[src/rtl/clk_sel_pkg.sv]
// shared constants, register map and bus carriers for the system clock selector
package clk_sel_pkg;
   // clock rates, in hertz
   localparam int unsigned CLOCK_HZ      = 125_000_000;
   localparam int unsigned FAST_OSC_HZ   = 16_000_000;
   localparam int unsigned SLOW_OSC_HZ   = 32_000;
   // phase accumulators toggle the oscillator level twice per period
   localparam logic [27:0] ACC_MOD       = 28'(CLOCK_HZ);
   localparam logic [27:0] FAST_INC      = 28'(2 * FAST_OSC_HZ);
   localparam logic [27:0] SLOW_INC      = 28'(2 * SLOW_OSC_HZ);
   localparam int unsigned FAST_HALF_CYC = CLOCK_HZ / (2 * FAST_OSC_HZ);
   localparam int unsigned SLOW_HALF_CYC = CLOCK_HZ / (2 * SLOW_OSC_HZ);
   // fast oscillator counts as settled after this many level changes
   localparam logic [4:0]  FAST_SETTLE   = 5'h10;
   // register byte offsets
   localparam logic [11:0] CLOCK_CTRL_OFS = 12'h000;
   localparam logic [11:0] FAST_OSC_OFS   = 12'h004;
   localparam logic [11:0] STATUS_OFS     = 12'h008;
   // field positions
   localparam int unsigned SEL_LSB        = 5;
   localparam int unsigned FAST_IDLE_BIT  = 1;
   localparam int unsigned SLOW_IDLE_BIT  = 0;
   localparam int unsigned FAST_EN_BIT    = 0;
   localparam int unsigned FAST_READY_BIT = 1;
   localparam int unsigned ST_SEL_LSB     = 0;
   localparam int unsigned ST_PEND_BIT    = 3;
   localparam int unsigned ST_SUB_BIT     = 4;
   // reset values and encodings
   localparam logic [2:0]  SEL_RESET      = 3'h1;
   localparam logic [2:0]  SEL_SUB        = 3'h7;
   localparam logic        IDLE_EN_RESET  = 1'h0;
   localparam logic        FAST_EN_RESET  = 1'h1;
   localparam logic [1:0]  RESP_OKAY      = 2'h0;
   localparam logic [1:0]  RESP_SLVERR    = 2'h2;

   typedef enum logic [1:0] {
      SW_IDLE = 2'b00,
      SW_WAIT = 2'b01
   } switch_state_t;

   typedef struct packed {
      logic [31:0] awaddr;
      logic        awvalid;
      logic [31:0] wdata;
      logic [3:0]  wstrb;
      logic        wvalid;
      logic        bready;
      logic [31:0] araddr;
      logic        arvalid;
      logic        rready;
   } axi_req_t;

   typedef struct packed {
      logic        awready;
      logic        wready;
      logic        bvalid;
      logic [1:0]  bresp;
      logic        arready;
      logic        rvalid;
      logic [31:0] rdata;
      logic [1:0]  rresp;
   } axi_resp_t;
endpackage : clk_sel_pkg

[src/rtl/system_clock_select.sv]
// system clock generation, division and glitch-free source selection
//
// Local design decisions: the placing of the registers and register access over AXI4-Lite.
`timescale 1ns/10ps
module system_clock_select (
   input  wire logic                  clock,
   input  wire logic                  rst_n,
   input  wire clk_sel_pkg::axi_req_t  axi_req,
   output clk_sel_pkg::axi_resp_t      axi_resp,
   input  wire logic                  cpu_halt,
   output logic                       sys_clk,
   output logic                       fast_clk,
   output logic [6:0]                 periph_div_clk,
   output logic                       sub_clk,
   output logic                       wdt_clk
);
   // oscillator and divider state
   logic [27:0] fast_acc_reg;
   logic        fast_clk_reg;
   logic        fast_run_reg;
   logic [4:0]  fast_settle_reg;
   logic [27:0] slow_acc_reg;
   logic        slow_lvl_reg;
   logic        sub_clk_reg;
   logic        sub_run_reg;
   logic [5:0]  div_cnt_reg;
   // control and selection state
   logic [2:0]  sel_reg;
   logic        fast_idle_en_reg;
   logic        slow_idle_en_reg;
   logic        fast_osc_en_reg;
   logic [2:0]  active_sel_reg;
   logic        sys_clk_reg;
   clk_sel_pkg::switch_state_t sw_state_reg;
   clk_sel_pkg::switch_state_t sw_state_next;
   // bus slave state
   logic        aw_held_reg;
   logic [11:0] aw_addr_reg;
   logic        aw_hit_reg;
   logic        w_held_reg;
   logic [31:0] w_data_reg;
   logic        w_lane0_reg;
   logic        bvalid_reg;
   logic [1:0]  bresp_reg;
   logic        rvalid_reg;
   logic [31:0] rdata_reg;
   logic [1:0]  rresp_reg;

   // phase accumulators: a wrap flips the oscillator level
   wire  [27:0] fast_sum_w  = fast_acc_reg + clk_sel_pkg::FAST_INC;
   wire         fast_wrap_w = fast_sum_w >= clk_sel_pkg::ACC_MOD;
   wire  [27:0] fast_acc_next = fast_wrap_w ? fast_sum_w - clk_sel_pkg::ACC_MOD : fast_sum_w;
   wire  [27:0] slow_sum_w  = slow_acc_reg + clk_sel_pkg::SLOW_INC;
   wire         slow_wrap_w = slow_sum_w >= clk_sel_pkg::ACC_MOD;
   wire  [27:0] slow_acc_next = slow_wrap_w ? slow_sum_w - clk_sel_pkg::ACC_MOD : slow_sum_w;
   wire         slow_lvl_next = slow_lvl_reg ^ slow_wrap_w;
   wire         fast_rise_w = fast_run_reg & fast_wrap_w & ~fast_clk_reg;

   // oscillator run decisions; halt hands control to the idle enables
   wire         fast_needed_w = (sel_reg != clk_sel_pkg::SEL_SUB) |
                                (active_sel_reg != clk_sel_pkg::SEL_SUB) | fast_osc_en_reg;
   wire         fast_run_next = cpu_halt ? fast_idle_en_reg : fast_needed_w;
   wire         sub_run_next  = cpu_halt ? slow_idle_en_reg : 1'b1;

   // fast oscillator, stopped at a low level so a stalled source never holds a mux high
   always_ff @(posedge clock) begin
      if (!rst_n || !fast_run_reg) begin
         fast_acc_reg <= 28'h0000000;
         fast_clk_reg <= 1'b0;
      end else begin
         fast_acc_reg <= fast_acc_next;
         fast_clk_reg <= fast_clk_reg ^ fast_wrap_w;
      end
   end

   // settle count backs the ready flag after a restart
   always_ff @(posedge clock) begin
      if (!rst_n || !fast_run_reg)
         fast_settle_reg <= 5'h00;
      else if (fast_wrap_w && fast_settle_reg != clk_sel_pkg::FAST_SETTLE)
         fast_settle_reg <= fast_settle_reg + 5'h01;
   end

   // slow oscillator always runs: the watchdog depends on it even in sleep
   always_ff @(posedge clock) begin
      if (!rst_n) begin
         slow_acc_reg <= 28'h0000000;
         slow_lvl_reg <= 1'b0;
         sub_clk_reg  <= 1'b0;
      end else begin
         slow_acc_reg <= slow_acc_next;
         slow_lvl_reg <= slow_lvl_next;
         sub_clk_reg  <= sub_run_reg & slow_lvl_next;
      end
   end

   // run flags and the ripple-free divider chain on fast rising edges
   always_ff @(posedge clock) begin
      if (!rst_n) begin
         fast_run_reg <= 1'b1;
         sub_run_reg  <= 1'b1;
         div_cnt_reg  <= 6'h00;
      end else begin
         fast_run_reg <= fast_run_next;
         sub_run_reg  <= sub_run_next;
         if (!fast_run_reg)
            div_cnt_reg <= 6'h00;
         else if (fast_rise_w)
            div_cnt_reg <= div_cnt_reg + 6'h01;
      end
   end

   // source table indexed by the selection code
   logic [7:0] src_w;
   assign src_w[0] = fast_clk_reg;
   genvar gi;
   generate
      for (gi = 1; gi < 7; gi++) begin : g_div
         assign src_w[gi] = div_cnt_reg[gi-1];
      end
   endgenerate
   assign src_w[7] = sub_clk_reg;

   // switch only while old and new sources are both low, so no pulse is cut short
   wire switch_ok_w = ~src_w[active_sel_reg] & ~src_w[sel_reg];
   always_comb begin
      sw_state_next = sw_state_reg;
      case (sw_state_reg)
         clk_sel_pkg::SW_IDLE:
            if (sel_reg != active_sel_reg)
               sw_state_next = clk_sel_pkg::SW_WAIT;
         clk_sel_pkg::SW_WAIT:
            if (switch_ok_w || sel_reg == active_sel_reg)
               sw_state_next = clk_sel_pkg::SW_IDLE;
         default:
            sw_state_next = clk_sel_pkg::SW_IDLE;
      endcase
   end
   wire switch_now_w = (sw_state_reg == clk_sel_pkg::SW_WAIT) & switch_ok_w;

   always_ff @(posedge clock) begin
      if (!rst_n) begin
         sw_state_reg   <= clk_sel_pkg::SW_IDLE;
         active_sel_reg <= clk_sel_pkg::SEL_RESET;
         sys_clk_reg    <= 1'b0;
      end else begin
         sw_state_reg <= sw_state_next;
         if (switch_now_w)
            active_sel_reg <= sel_reg;
         sys_clk_reg <= src_w[active_sel_reg];
      end
   end

   // write channel: address and data taken in either order, response after both
   wire aw_fire_w  = axi_req.awvalid & ~aw_held_reg & ~bvalid_reg;
   wire w_fire_w   = axi_req.wvalid & ~w_held_reg & ~bvalid_reg;
   wire do_write_w = aw_held_reg & w_held_reg & ~bvalid_reg;
   wire wr_ctrl_w  = do_write_w & aw_hit_reg & w_lane0_reg &
                     (aw_addr_reg == clk_sel_pkg::CLOCK_CTRL_OFS);
   wire wr_fast_w  = do_write_w & aw_hit_reg & w_lane0_reg &
                     (aw_addr_reg == clk_sel_pkg::FAST_OSC_OFS);
   wire wr_known_w = aw_hit_reg & ((aw_addr_reg == clk_sel_pkg::CLOCK_CTRL_OFS) |
                                   (aw_addr_reg == clk_sel_pkg::FAST_OSC_OFS) |
                                   (aw_addr_reg == clk_sel_pkg::STATUS_OFS));

   always_ff @(posedge clock) begin
      if (!rst_n) begin
         aw_held_reg <= 1'b0;
         aw_addr_reg <= 12'h000;
         aw_hit_reg  <= 1'b0;
         w_held_reg  <= 1'b0;
         w_data_reg  <= 32'h00000000;
         w_lane0_reg <= 1'b0;
         bvalid_reg  <= 1'b0;
         bresp_reg   <= 2'h0;
      end else begin
         if (aw_fire_w) begin
            aw_held_reg <= 1'b1;
            aw_addr_reg <= axi_req.awaddr[11:0];
            aw_hit_reg  <= axi_req.awaddr[31:12] == 20'h00000;
         end else if (do_write_w)
            aw_held_reg <= 1'b0;
         if (w_fire_w) begin
            w_held_reg  <= 1'b1;
            w_data_reg  <= axi_req.wdata;
            w_lane0_reg <= axi_req.wstrb[0];
         end else if (do_write_w)
            w_held_reg <= 1'b0;
         if (do_write_w) begin
            bvalid_reg <= 1'b1;
            bresp_reg  <= wr_known_w ? clk_sel_pkg::RESP_OKAY : clk_sel_pkg::RESP_SLVERR;
         end else if (axi_req.bready)
            bvalid_reg <= 1'b0;
      end
   end

   // software control bits; the status register is read only
   always_ff @(posedge clock) begin
      if (!rst_n) begin
         sel_reg          <= clk_sel_pkg::SEL_RESET;
         fast_idle_en_reg <= clk_sel_pkg::IDLE_EN_RESET;
         slow_idle_en_reg <= clk_sel_pkg::IDLE_EN_RESET;
         fast_osc_en_reg  <= clk_sel_pkg::FAST_EN_RESET;
      end else begin
         if (wr_ctrl_w) begin
            sel_reg          <= w_data_reg[clk_sel_pkg::SEL_LSB +: 3];
            fast_idle_en_reg <= w_data_reg[clk_sel_pkg::FAST_IDLE_BIT];
            slow_idle_en_reg <= w_data_reg[clk_sel_pkg::SLOW_IDLE_BIT];
         end
         if (wr_fast_w)
            fast_osc_en_reg <= w_data_reg[clk_sel_pkg::FAST_EN_BIT];
      end
   end

   // read decode; unimplemented bits read as zero
   wire        fast_ready_w = fast_settle_reg == clk_sel_pkg::FAST_SETTLE;
   wire        pending_w    = sw_state_reg == clk_sel_pkg::SW_WAIT;
   wire [31:0] ctrl_rd_w    = (32'(sel_reg) << clk_sel_pkg::SEL_LSB) |
                              (32'(fast_idle_en_reg) << clk_sel_pkg::FAST_IDLE_BIT) |
                              (32'(slow_idle_en_reg) << clk_sel_pkg::SLOW_IDLE_BIT);
   wire [31:0] fast_rd_w    = (32'(fast_ready_w) << clk_sel_pkg::FAST_READY_BIT) |
                              (32'(fast_osc_en_reg) << clk_sel_pkg::FAST_EN_BIT);
   wire [31:0] status_rd_w  = (32'(active_sel_reg) << clk_sel_pkg::ST_SEL_LSB) |
                              (32'(pending_w) << clk_sel_pkg::ST_PEND_BIT) |
                              (32'(sub_run_reg) << clk_sel_pkg::ST_SUB_BIT);
   wire        ar_hit_w     = axi_req.araddr[31:12] == 20'h00000;
   wire [11:0] ar_ofs_w     = axi_req.araddr[11:0];
   wire        rd_ctrl_w    = ar_hit_w & (ar_ofs_w == clk_sel_pkg::CLOCK_CTRL_OFS);
   wire        rd_fast_w    = ar_hit_w & (ar_ofs_w == clk_sel_pkg::FAST_OSC_OFS);
   wire        rd_stat_w    = ar_hit_w & (ar_ofs_w == clk_sel_pkg::STATUS_OFS);
   wire [31:0] rd_data_w    = rd_ctrl_w ? ctrl_rd_w : rd_fast_w ? fast_rd_w :
                              rd_stat_w ? status_rd_w : 32'h00000000;
   wire        ar_fire_w    = axi_req.arvalid & ~rvalid_reg;

   always_ff @(posedge clock) begin
      if (!rst_n) begin
         rvalid_reg <= 1'b0;
         rdata_reg  <= 32'h00000000;
         rresp_reg  <= 2'h0;
      end else if (ar_fire_w) begin
         rvalid_reg <= 1'b1;
         rdata_reg  <= rd_data_w;
         rresp_reg  <= (rd_ctrl_w | rd_fast_w | rd_stat_w) ? clk_sel_pkg::RESP_OKAY
                                                            : clk_sel_pkg::RESP_SLVERR;
      end else if (axi_req.rready)
         rvalid_reg <= 1'b0;
   end

   // bus answers and clock outputs
   assign axi_resp.awready = ~aw_held_reg & ~bvalid_reg;
   assign axi_resp.wready  = ~w_held_reg & ~bvalid_reg;
   assign axi_resp.bvalid  = bvalid_reg;
   assign axi_resp.bresp   = bresp_reg;
   assign axi_resp.arready = ~rvalid_reg;
   assign axi_resp.rvalid  = rvalid_reg;
   assign axi_resp.rdata   = rdata_reg;
   assign axi_resp.rresp   = rresp_reg;
   assign sys_clk          = sys_clk_reg;
   assign fast_clk         = fast_clk_reg;
   assign periph_div_clk   = src_w[6:0];
   assign sub_clk          = sub_clk_reg;
   assign wdt_clk          = slow_lvl_reg;

   // checks
   localparam int FAST_LO = clk_sel_pkg::FAST_HALF_CYC;
   localparam int FAST_HI = clk_sel_pkg::FAST_HALF_CYC + 1;
   logic [11:0] slow_gap_reg;
   logic        slow_seen_reg;
   always_ff @(posedge clock) begin
      if (!rst_n) begin
         slow_gap_reg  <= 12'h000;
         slow_seen_reg <= 1'b0;
      end else if (slow_lvl_next != slow_lvl_reg) begin
         slow_gap_reg  <= 12'h000;
         slow_seen_reg <= 1'b1;
      end else
         slow_gap_reg <= slow_gap_reg + 12'h001;
   end
endmodule : system_clock_select

[config.mk]
export PLATFORM = sky130hd
export DESIGN_NAME = system_clock_select
export DESIGN_NICKNAME = d
export VERILOG_FILES = /design/src/rtl/clk_sel_pkg.sv /design/src/rtl/system_clock_select.sv
export SDC_FILE = /design/constraint.sdc
export NUM_CORES = 1
export LEC_CHECK = 0
export BUFFER_PORTS_ARGS = -buffer_cell sky130_fd_sc_hd__buf_4
export CAP_MARGIN = 20
export CORE_UTILIZATION = 43
export CTS_CLUSTER_DIAMETER = 30
export DETAILED_ROUTE_END_ITERATION = 8
export PLACE_DENSITY = 0.66
export SYNTH_ARGS = -nofsm -noshare
export SYNTH_HDL_FRONTEND = slang
export SYNTH_SLANG_ARGS = --single-unit
[constraint.sdc]
create_clock -name clock -period 2.85 [get_ports clock]
set_input_delay 0.7125 -clock clock [delete_from_list [all_inputs] [get_ports clock]]
set_output_delay 0.7125 -clock clock [all_outputs]
set_load 0.03 [all_outputs]
==> flow_summary.rst, run 1 <==
.. list-table::
   :header-rows: 1

   * - Metric
     - Value
   * - RSZ-0062 raised after global routing
     - true
   * - Share of final-layout standard cells stronger than drive strength 1
     - 24.8%
   * - Synth warnings
     - 0
   * - Pwr/cell area
     - 586 nW/µm²
   * - Number of I/O pins
     - 160
   * - ANT cells
     - 0
   * - Switching component of the power
     - 1.62 mW
   * - Register bit total from synthesis
     - 104
   * - Combined flip-flop and latch cell area
     - 2080 µm²
   * - Floorplan core area
     - 14100 µm²
   * - Internal power
     - 2.98 mW
   * - EDFF count, synth
     - 0
   * - Worst endpoint required time
     - 3090 ps
   * - Part of the cycle the worst path needs
     - 96.9%
   * - Endpoint kind of the worst setup timing path
     - flop
   * - Placed inst area
     - 7370 µm²
   * - Synth Area in Adders
     - 1.98%
   * - Clock insertion delay at the later pin of the skew report
     - 360 ps
   * - Leak
     - 3.13 nW
   * - Sequential fraction of design power
     - 37.6%
   * - Number of clock sinks
     - 104
   * - Post-synthesis compound-gate area fraction
     - 20.5%
   * - Slew at the pin with the worst max-slew slack
     - 490 ps
   * - CTS tree
     - done
   * - Critical-path cell list
     - ha_1, or4_4, o311ai_4, nor2_2, xor2_4, a2111o_1, nand3_4, buf_4, nor3_1, o21a_1
   * - Filler instances
     - 1289
   * - Leftover overflow at the end of global routing
     - 0
   * - Filler-free cell count of the finished design
     - 1068
   * - Area growth from synthesis to layout
     - 24.5%
   * - Initial antenna violation count
     - 0
   * - Mean routed wirelength per cell
     - 14.9 µm
   * - DRC viols
     - 0
   * - Antenna-violating nets left
     - 0
   * - Relative slew margins
     - 66.5%
   * - Critical Path Start Type
     - flop
   * - Post-synth ARST share
     - 0%
   * - # port buffers
     - 103
   * - Largest family of logic cells by synthesized area
     - simple AND/OR/NAND/NOR gates
   * - Detailed-route vias per instance
     - 5.49
   * - Average size of a mapped cell
     - 8.25 µm²
   * - Hold WC Path Type
     - reg2reg
   * - Post-synthesis xor/xnor area fraction
     - 5.95%
   * - Synth Instances
     - 764
   * - Post-synth cell types
     - 78
   * - Worst path top cell family by delay
     - simple AND/OR/NAND/NOR gates
   * - Largest net degree at the start of global routing
     - 40
   * - Fin area
     - 7850 µm²
   * - HPWL Detailed
     - 11800 µm
   * - Synth Cell Area
     - 6310 µm²
   * - Post-CTS clock slew at the launch and capture registers of the worst setup and hold paths
     - 80 ps
   * - Vias post-DR
     - 5859
   * - Initial core utilization
     - 44.7%
   * - Nets
     - 1001
   * - Critical-path maximum fanout
     - 11
   * - Maximum buffer depth of the clock tree
     - 2
   * - Start-to-end type of the worst setup path
     - reg2reg
   * - Number of slew-limit violations in the final report
     - 0
   * - Maximum clock skew at final layout
     - 13.9 ps
   * - Die boundary height
     - 123 µm
   * - Worst voltage drop across the vdd grid
     - 0.379 mV
   * - Sum of buffers and inverters on the critical path
     - 1
   * - Clock network power share
     - 28.7%
   * - Max cap viols
     - 0
   * - Critical-path cell with the highest stage delay
     - or4_4
   * - Clock buffers created by TritonCTS
     - 9
   * - Hold-fix buffers, CTS
     - 0
   * - Shortest period the worst path allows
     - 2760 ps
   * - Iteration-0 DRC Markers
     - 406
   * - Simple-gate portion of the synthesized area
     - 25.6%
   * - Total number of H-tree levels
     - 3
   * - GRT Resource Usage Total
     - 21.2%
   * - Slowest stage delay, CP
     - 520 ps
   * - Clock root buffer
     - clkbuf_16
   * - Part of the Yosys area used for sequential elements
     - 33.0%
   * - Share of cell area taken by muxes after synthesis
     - 5.32%
   * - Hold Fails Final Rpt
     - 0
   * - Flip-flop cell with the highest count after synthesis
     - dfxtp_1
   * - Die area
     - 15200 µm²
   * - Arrival time at the worst endpoint
     - 3000 ps
   * - Part of the total power dissipated in combinational logic
     - 33.7%
   * - Multi-input logic area
     - 3980 µm²
   * - First-pass detailed-route iteration total
     - 7
   * - Core Rows
     - 43
   * - Inst Count DP
     - 1050
   * - First-pass GRT wire length
     - 25400 µm
   * - Aggregate routed wire length
     - 15900 µm
   * - Status
     - finished, final reports clean
   * - Floorplan die width
     - 123 µm
   * - Vias in the first global route
     - 5445
   * - Net switching share of the total power
     - 35.1%
   * - Last weighted congestion value of the routability-driven placer
     - 0.916
   * - Max Fclk
     - 0.362 GHz
   * - Setup-violating endpoint count in the final report
     - 0
stage by stage:
step	setup WS (ps)	utilization (%)	hold WS, ps	power [mW]	TNS (ps)
after floorplan	102	-	409	2.79	0
after global placement	32.5	52.3	423	3.19	0
after detailed placement	-85.4	52.3	428	3.23	-383
after CTS	7.32	54.7	436	4.57	0
after global routing	-48.7	55.7	460	4.87	-133
final	89.1	55.7	434	4.60	0
cell type report:
class,count,area share [%]
multi-input cells,599,50.7
repair buffers,153,15.0
clock inverters,7,1.29
inverters,16,0.765
clock buffers,9,2.87
well taps,180,2.87
flip-flops and latches,104,26.5
placed cells by master (no fill, tap or decap), types with 15 or more instances in the layout:
| cell type | instances |
|---|---|
| xnor2_1 | 22 |
| a21oi_1 | 67 |
| nor3_1 | 30 |
| nand3_1 | 22 |
| conb_1 | 26 |
| nor2_1 | 50 |
| nand2_1 | 72 |
| o21ai_0 | 38 |
| nor4_1 | 19 |
| dfxtp_1 | 103 |
| buf_4 | 150 |
| mux2i_1 | 23 |
| inv_1 | 15 |
metal layers:
metal  routed length (µm)  GRT usage (%)
met1                 7110           26.9
met2                 7990           35.3
met3                  586           4.80
met4                  264           7.45
met5                    0              0
worst register-to-register path: stages, from the launching register on:
cell and delay, ps:
dfxtp_1 320, ha_1 210, or4_4 520, o311ai_4 270, nor2_2 130, xor2_4 200, a2111o_1 420, nand3_4 190
buf_4 170, nor3_1 50, o21a_1 170
power groups by stage:
stage / clock network [mW] / logic [mW] / registers, mW
6_report: 1.32 / 1.55 / 1.73
5_1_grt: 1.41 / 1.71 / 1.75
4_1_cts: 1.36 / 1.49 / 1.72
3_5_place_dp: 0 / 1.48 / 1.75
3_3_place_gp: 0 / 1.44 / 1.74
2_1_floorplan: 0 / 1.09 / 1.70
cells in the mapped netlist, types with 8 or more instances:
cell type | number | area share, %
xnor2_1 | 24 | 3.3
mux2i_1 | 23 | 3.7
inv_1 | 15 | 0.89
nor4_1 | 20 | 2.0
ha_1 | 10 | 2.0
nand2b_1 | 11 | 1.1
o21a_1 | 11 | 1.3
nand4_1 | 10 | 0.99
clkbuf_1 | 22 | 1.3
nor2_1 | 50 | 3.0
a21oi_1 | 67 | 5.3
nand2_1 | 72 | 4.3
a211oi_1 | 8 | 0.95
a31oi_1 | 8 | 0.79
and3_1 | 14 | 1.4
xor2_1 | 17 | 2.4
dfxtp_1 | 104 | 33
o31ai_1 | 8 | 0.95
o21ai_0 | 39 | 3.1
nand3_1 | 24 | 1.9
buf_4 | 29 | 3.5
buf_2 | 9 | 0.71
nor3_1 | 32 | 2.5
or3_1 | 15 | 1.5
kinds of logic after synthesis:
logic type | count (synthesis)
DFF | 104
buffers and inverters | 86
other | 1
and+or+nand+nor | 301
muxes | 28
xor gates and xnor gates | 42
AOI/OAI and AO/OA | 192
adders and majority gates | 10
what timing repair did:
| action | in CTS | in global routing |
|---|---|---|
| setup endpoints to repair | 9 | 36 |
| setup buffers | 0 | 2 |
| hold endpoints to repair | 0 | 0 |
| pin swaps | 0 | 3 |
| gates resized for setup | 2 | 24 |
path summary, 6_finish.rpt:
check	from	endpoint	slack (ps)	cells after the start
setup / recovery	slow_acc_reg[9]$_SDFF_PN0_	slow_acc_reg[16]$_SDFF_PN0_	90	10
hold / removal	sub_run_reg$_SDFF_PN1_	sub_clk$_SDFF_PN0_	430	2
setup reg to reg	slow_acc_reg[9]$_SDFF_PN0_	slow_acc_reg[16]$_SDFF_PN0_	90	10
hold reg to reg	sub_run_reg$_SDFF_PN1_	sub_clk$_SDFF_PN0_	430	2
(Power assumes the default switching activity.)
==> inputs of run 2 (changes only) <==
--- a/config.mk
+++ b/config.mk
@@ -10,7 +10,8 @@
 export CORE_UTILIZATION = 43
 export CTS_CLUSTER_DIAMETER = 30
 export DETAILED_ROUTE_END_ITERATION = 8
-export PLACE_DENSITY = 0.66
+export PLACE_DENSITY = 0.64
+export SLEW_MARGIN = 20
 export SYNTH_ARGS = -nofsm -noshare
 export SYNTH_HDL_FRONTEND = slang
 export SYNTH_SLANG_ARGS = --single-unit
==> constraint.sdc (replaced) <==
create_clock -name clock -period 3 [get_ports clock]
set_input_delay 0.75 -clock clock [delete_from_list [all_inputs] [get_ports clock]]
set_output_delay 0.75 -clock clock [all_outputs]
set_load 0.03 [all_outputs]
==> run 2 against run 1 <==
Effect of this change: first-iteration DRC count down 16%; routed wire length down 2.0%; sequential share of layout area up 0.69 points; highest routed layer unchanged; largest cell class unchanged; clock power down 7%; cell count down 1.6%; via count about the same; power down 7.5%; die area unchanged.
==> flow_summary.rst, run 2 (synthesized netlist as in run 1, its figures left out) <==
.. list-table::
   :header-rows: 1

   * - Metric
     - Value
   * - Combined flip-flop and latch cell area
     - 2080 µm²
   * - Maximum clock skew at final layout
     - 7.08 ps
   * - Leak
     - 3.02 nW
   * - Post-CTS clock slew at the launch and capture registers of the worst setup and hold paths
     - 80 ps
   * - Antenna-violating nets left
     - 0
   * - Start-to-end type of the worst setup path
     - reg2reg
   * - Uppermost signal routing layer after detailed routing
     - met4
   * - Initial core utilization
     - 44.7%
   * - Leftover overflow at the end of global routing
     - 0
   * - Core Rows
     - 43
   * - Endpoint kind of the worst setup timing path
     - flop
   * - Hold Fails Final Rpt
     - 0
   * - Share of final-layout standard cells stronger than drive strength 1
     - 22.2%
   * - Arrival time at the worst endpoint
     - 3140 ps
   * - Vias post-DR
     - 5856
   * - Clock insertion delay at the later pin of the skew report
     - 360 ps
   * - Die boundary height
     - 123 µm
   * - Multi-input logic area
     - 3900 µm²
   * - Capture point of the worst reg-to-reg path
     - slow_acc_reg[23]$_SDFF_PN0_
   * - First-pass detailed-route iteration total
     - 5
   * - Area growth from synthesis to layout
     - 21.3%
   * - Pwr/cell area
     - 556 nW/µm²
   * - Routed met1 length
     - 7050 µm
   * - Placed inst area
     - 7250 µm²
   * - R2r startpoint
     - slow_acc_reg[10]$_SDFF_PN0_
   * - Die area
     - 15200 µm²
   * - Hold-fix buffers, CTS
     - 0
   * - Maximum buffer depth of the clock tree
     - 2
   * - Number of I/O pins
     - 160
   * - First-pass GRT wire length
     - 24700 µm
   * - # port buffers
     - 103
   * - DRC viols
     - 0
   * - Post-placement setup slack
     - 84.5 ps
   * - HPWL Detailed
     - 11600 µm
   * - Min-Delay Endpoint
     - sub_clk$_SDFF_PN0_
   * - Iteration-0 DRC Markers
     - 343
   * - Number of slew-limit violations in the final report
     - 0
   * - Reg-to-reg slack, setup
     - 130 ps
   * - Max cap viols
     - 0
   * - Part of the cycle the worst path needs
     - 95.7%
   * - GRT Resource Usage Total
     - 20.4%
   * - Total number of H-tree levels
     - 3
   * - Number of clock sinks
     - 104
   * - Relative slew margins
     - 37.9%
   * - Worst endpoint required time
     - 3270 ps
   * - Crit path setup slack, layout
     - 129 ps
   * - Leading cell types in the layout, fill and taps excluded
     - 132 x buf_4, 104 x dfxtp_1, 72 x nand2_1
   * - Largest net degree at the start of global routing
     - 55
   * - Initial antenna violation count
     - 0
   * - Clock buffers created by TritonCTS
     - 9
   * - Worst voltage drop across the vdd grid
     - 0.332 mV
   * - Detailed-route vias per instance
     - 5.57
   * - Last weighted congestion value of the routability-driven placer
     - 0.862
   * - Fin area
     - 7650 µm²
   * - Leading cell type in the layout, fill and taps excluded
     - buf_4
   * - WHS Path Cells
     - 2
   * - Floorplan core area
     - 14100 µm²
   * - Met3 wirelength from detailed routing
     - 545 µm
   * - Aggregate routed wire length
     - 15600 µm
   * - Max Fclk
     - 0.348 GHz
   * - Worst-case reg-to-reg path depth
     - 10
   * - Vias in the first global route
     - 5342
   * - Filler instances
     - 1302
   * - Nets
     - 984
   * - CTS tree
     - done
   * - Mean routed wirelength per cell
     - 14.9 µm
   * - Hold WC Path Type
     - reg2reg
   * - Worst setup path start
     - slow_acc_reg[10]$_SDFF_PN0_
   * - Slew at the pin with the worst max-slew slack
     - 930 ps
   * - Setup-violating endpoint count in the final report
     - 0
   * - Launch instance of the worst min-delay path
     - sub_run_reg$_SDFF_PN1_
   * - Critical Path Start Type
     - flop
   * - ANT cells
     - 0
   * - Critical-path maximum fanout
     - 10
   * - Clock root buffer
     - clkbuf_16
   * - Floorplan die width
     - 123 µm
   * - Utilization of the core after routing
     - 54.3%
   * - Shortest period the worst path allows
     - 2870 ps
   * - Status
     - finished, final reports clean
   * - Routed length on met2
     - 7870 µm
run 2: metal layers:
layer / global-route usage, % / up-vias
li1: - / 2924
met4: 4.97 / 0
met1: 25.9 / 2795
met3: 4.24 / 16
met2: 35.3 / 121
met5: 0 / -
run 2: worst max path at each step:
stage / endpoint / slack [ps]
final: slow_acc_reg[23]$_SDFF_PN0_ / 130
after global routing: slow_acc_reg[14]$_SDFF_PN0_ / -1
after CTS: slow_acc_reg[10]$_SDFF_PN0_ / 30
after detailed placement: slow_acc_reg[21]$_SDFF_PN0_ / 80
after global placement: slow_acc_reg[10]$_SDFF_PN0_ / 150
after floorplan: slow_acc_reg[18]$_SDFF_PN0_ / 250
run 2: critical path, cell delays in order (launching register included):
cell and delay (ps):
dfxtp_1 360, ha_1 280, or4_4 530, o311ai_4 300, xnor2_1 250, nand3_2 180
and3_1 280, nor3_4 160, buf_12 160, a21oi_2 60, a311oi_2 240
run 2: repair_timing:
action / CTS / global route
setup endpoints to repair: 0 / 13
setup buffers: 0 / 3
resized for setup: 0 / 10
run 2: report_power, final:
part / total, mW / switching (mW) / internal [mW]
clock network: 1.23 / 0.618 / 0.607
registers: 1.64 / 0.154 / 1.49
logic: 1.39 / 0.779 / 0.607
run 2: area by class of cell:
class	count	area share, %
clock buffer	9	2.94
clock inverter	7	1.16
inverter	16	0.785
multi-input combinational	599	50.9
sequential	104	27.2
tap	180	2.94
timing repair buffer	136	14.0
run 2: stage by stage:
step | setup TNS [ps] | std cells | hold WS [ps] | power [mW]
floorplan | 0 | 789 | 409 | 2.65
global placement | 0 | 1032 | 425 | 2.97
detailed placement | 0 | 1032 | 425 | 3.01
CTS | 0 | 1048 | 432 | 4.25
global route | -1.06 | 1051 | 475 | 4.49
finish | 0 | 1051 | 433 | 4.26
==> inputs of run 3 (changes only) <==
--- a/config.mk
+++ b/config.mk
@@ -7,10 +7,10 @@
 export LEC_CHECK = 0
 export BUFFER_PORTS_ARGS = -buffer_cell sky130_fd_sc_hd__buf_4
 export CAP_MARGIN = 20
-export CORE_UTILIZATION = 43
+export CORE_UTILIZATION = 54
 export CTS_CLUSTER_DIAMETER = 30
 export DETAILED_ROUTE_END_ITERATION = 8
-export PLACE_DENSITY = 0.64
+export PLACE_DENSITY = 0.78
 export SLEW_MARGIN = 20
 export SYNTH_ARGS = -nofsm -noshare
 export SYNTH_HDL_FRONTEND = slang
==> run 3 against run 2 <==
Effect of this change: register-to-register slack got worse by 70 ps; cell count decreased by 4.0%; flip-flop and latch count unchanged; sequential share of layout area grew 0.34 points; first-iteration DRC count grew 17%; clock skew rose by 3.5 ps; worst hold slack gained 11 ps; count of clock-buffer cells in the layout stayed put; critical path type unchanged; largest cell class unchanged.
==> flow_summary.rst, run 3 (synthesized netlist as in run 1, its figures left out) <==
.. list-table::
   :header-rows: 1

   * - Metric
     - Value
   * - First-pass GRT wire length
     - 23700 µm
   * - Clock buffers created by TritonCTS
     - 9
   * - Largest net degree at the start of global routing
     - 32
   * - Leak
     - 2.98 nW
   * - Leading cell type in the layout, fill and taps excluded
     - buf_4
   * - Floorplan die width
     - 110 µm
   * - Pwr/cell area
     - 553 nW/µm²
   * - Maximum clock skew at final layout
     - 10.6 ps
   * - Vias post-DR
     - 5844
   * - Clock insertion delay at the later pin of the skew report
     - 370 ps
   * - Hold Fails Final Rpt
     - 0
   * - Total number of H-tree levels
     - 3
   * - Crit path setup slack, layout
     - 59.1 ps
   * - Floorplan core area
     - 11400 µm²
   * - Antenna-violating nets left
     - 0
   * - Start-to-end type of the worst setup path
     - reg2reg
   * - Nets
     - 979
   * - CTS tree
     - done
   * - Worst voltage drop across the vdd grid
     - 0.515 mV
   * - Part of the cycle the worst path needs
     - 98.0%
   * - Area growth from synthesis to layout
     - 20.1%
   * - Critical-path maximum fanout
     - 5
   * - Hold-fix buffers, CTS
     - 0
   * - GRT Resource Usage Total
     - 24.6%
   * - Critical Path Start Type
     - flop
   * - Initial core utilization
     - 55.2%
   * - Vias in the first global route
     - 5155
   * - Mean routed wirelength per cell
     - 15.0 µm
   * - Hold WC Path Type
     - reg2reg
   * - Reg-to-reg slack, setup
     - 60 ps
   * - Last weighted congestion value of the routability-driven placer
     - 0.874
   * - Post-placement setup slack
     - 88.5 ps
   * - Aggregate routed wire length
     - 15200 µm
   * - Number of slew-limit violations in the final report
     - 0
   * - Iteration-0 DRC Markers
     - 403
   * - Worst endpoint required time
     - 3270 ps
   * - Endpoint kind of the worst setup timing path
     - flop
   * - First-pass detailed-route iteration total
     - 6
   * - Arrival time at the worst endpoint
     - 3210 ps
   * - Leftover overflow at the end of global routing
     - 0
   * - Die area
     - 12100 µm²
   * - Critical-path cell list
     - ha_4, or4_4, o311ai_4, buf_4, xnor2_4, nand3_2, and3_4, nor3_4, buf_4, a21oi_2, a311oi_2
   * - Max cap viols
     - 0
   * - Utilization of the core after routing
     - 66.3%
   * - Number of clock sinks
     - 104
   * - Setup-violating endpoint count in the final report
     - 0
   * - Critical-path cell with the highest stage delay
     - or4_4
   * - DRC viols
     - 0
   * - Clock root buffer
     - clkbuf_16
   * - Detailed-route vias per instance
     - 5.79
   * - Maximum buffer depth of the clock tree
     - 2
   * - Number of I/O pins
     - 160
   * - Initial antenna violation count
     - 0
   * - Critical path's most frequent cell
     - buf_4
   * - Worst path top cell family by delay
     - simple AND/OR/NAND/NOR gates
   * - # port buffers
     - 103
   * - Leading cell types in the layout, fill and taps excluded
     - 129 x buf_4, 102 x dfxtp_1, 72 x nand2_1
   * - Post-CTS clock slew at the launch and capture registers of the worst setup and hold paths
     - 80 ps
   * - Slowest stage delay, CP
     - 500 ps
   * - Max Fclk
     - 0.340 GHz
   * - Share of final-layout standard cells stronger than drive strength 1
     - 22.3%
   * - HPWL Detailed
     - 10800 µm
   * - Core Rows
     - 39
   * - ANT cells
     - 0
   * - Sum of internal, switching and leakage power
     - 4.19 mW
   * - Die boundary height
     - 110 µm
   * - Sum of buffers and inverters on the critical path
     - 2
   * - Status
     - finished, final reports clean
   * - RSZ-0062 raised after global routing
     - true
   * - Shortest period the worst path allows
     - 2940 ps
-- run 3: changes by cell type in the layout (fill, tap and decap cells not counted), moves of 2 or more --
cell,before,now
buf_4,132,129
buf_12,4,1
ha_1,10,8
o21ai_1,0,2
dfxtp_1,104,102
-- run 3: final cells by class --
type | count | area (µm²)
multi-input cells | 600 | 3950
clock inverters | 7 | 81.3
fillers | 909 | 3840
repair buffers | 130 | 988
flip-flops and latches | 104 | 2090
well taps | 143 | 179
inverters | 16 | 60.1
clock buffers | 9 | 225
-- run 3: worst paths after layout --
kind | startpoint | endpoint | cells past startpoint
worst max register to register | slow_acc_reg[10]$_SDFF_PN0_ | slow_acc_reg[23]$_SDFF_PN0_ | 11
worst min register to register | sub_run_reg$_SDFF_PN1_ | sub_clk$_SDFF_PN0_ | 2
worst max-delay path | slow_acc_reg[10]$_SDFF_PN0_ | slow_acc_reg[23]$_SDFF_PN0_ | 11
worst min-delay path | sub_run_reg$_SDFF_PN1_ | sub_clk$_SDFF_PN0_ | 2
-- run 3: repair_timing --
action / 4_1_cts / 5_1_grt
buffers inserted: 0 / 6
gates resized for setup: 0 / 23
setup endpoints to repair: 0 / 23
-- run 3: per-layer routing --
layer	part of all wire, %	track usage, %	vias to the layer above	wire, µm
met5	0	0	-	0
met4	0.96	6.00	0	145
met3	4.8	5.64	17	733
met2	50	40.8	131	7640
met1	44	32.4	2780	6650
li1	-	-	2916	-
-- run 3: power breakdown --
| part | internal, mW | total, mW | switching (mW) |
|---|---|---|---|
| Clock | 0.601 | 1.21 | 0.613 |
| Sequential | 1.49 | 1.66 | 0.165 |
| Combinational | 0.568 | 1.32 | 0.753 |
-- run 3: tightest hold or removal path, stage by stage, from the launching register on --
cell     delay (ps)
dfxtp_1         320
nand2_1          50
nor2_1           30
-- run 3: through the flow --
| stage | instance area [µm²] | setup TNS (ps) | hold WS (ps) | std cells |
|---|---|---|---|---|
| after global placement | 7110 | 0 | 429 | 986 |
| after detailed placement | 7110 | 0 | 434 | 986 |
| final | 7570 | 0 | 444 | 1009 |
| after floorplan | 6400 | 0 | 409 | 789 |
| after CTS | 7420 | 0 | 444 | 1002 |
| after global routing | 7570 | -110 | 450 | 1009 |
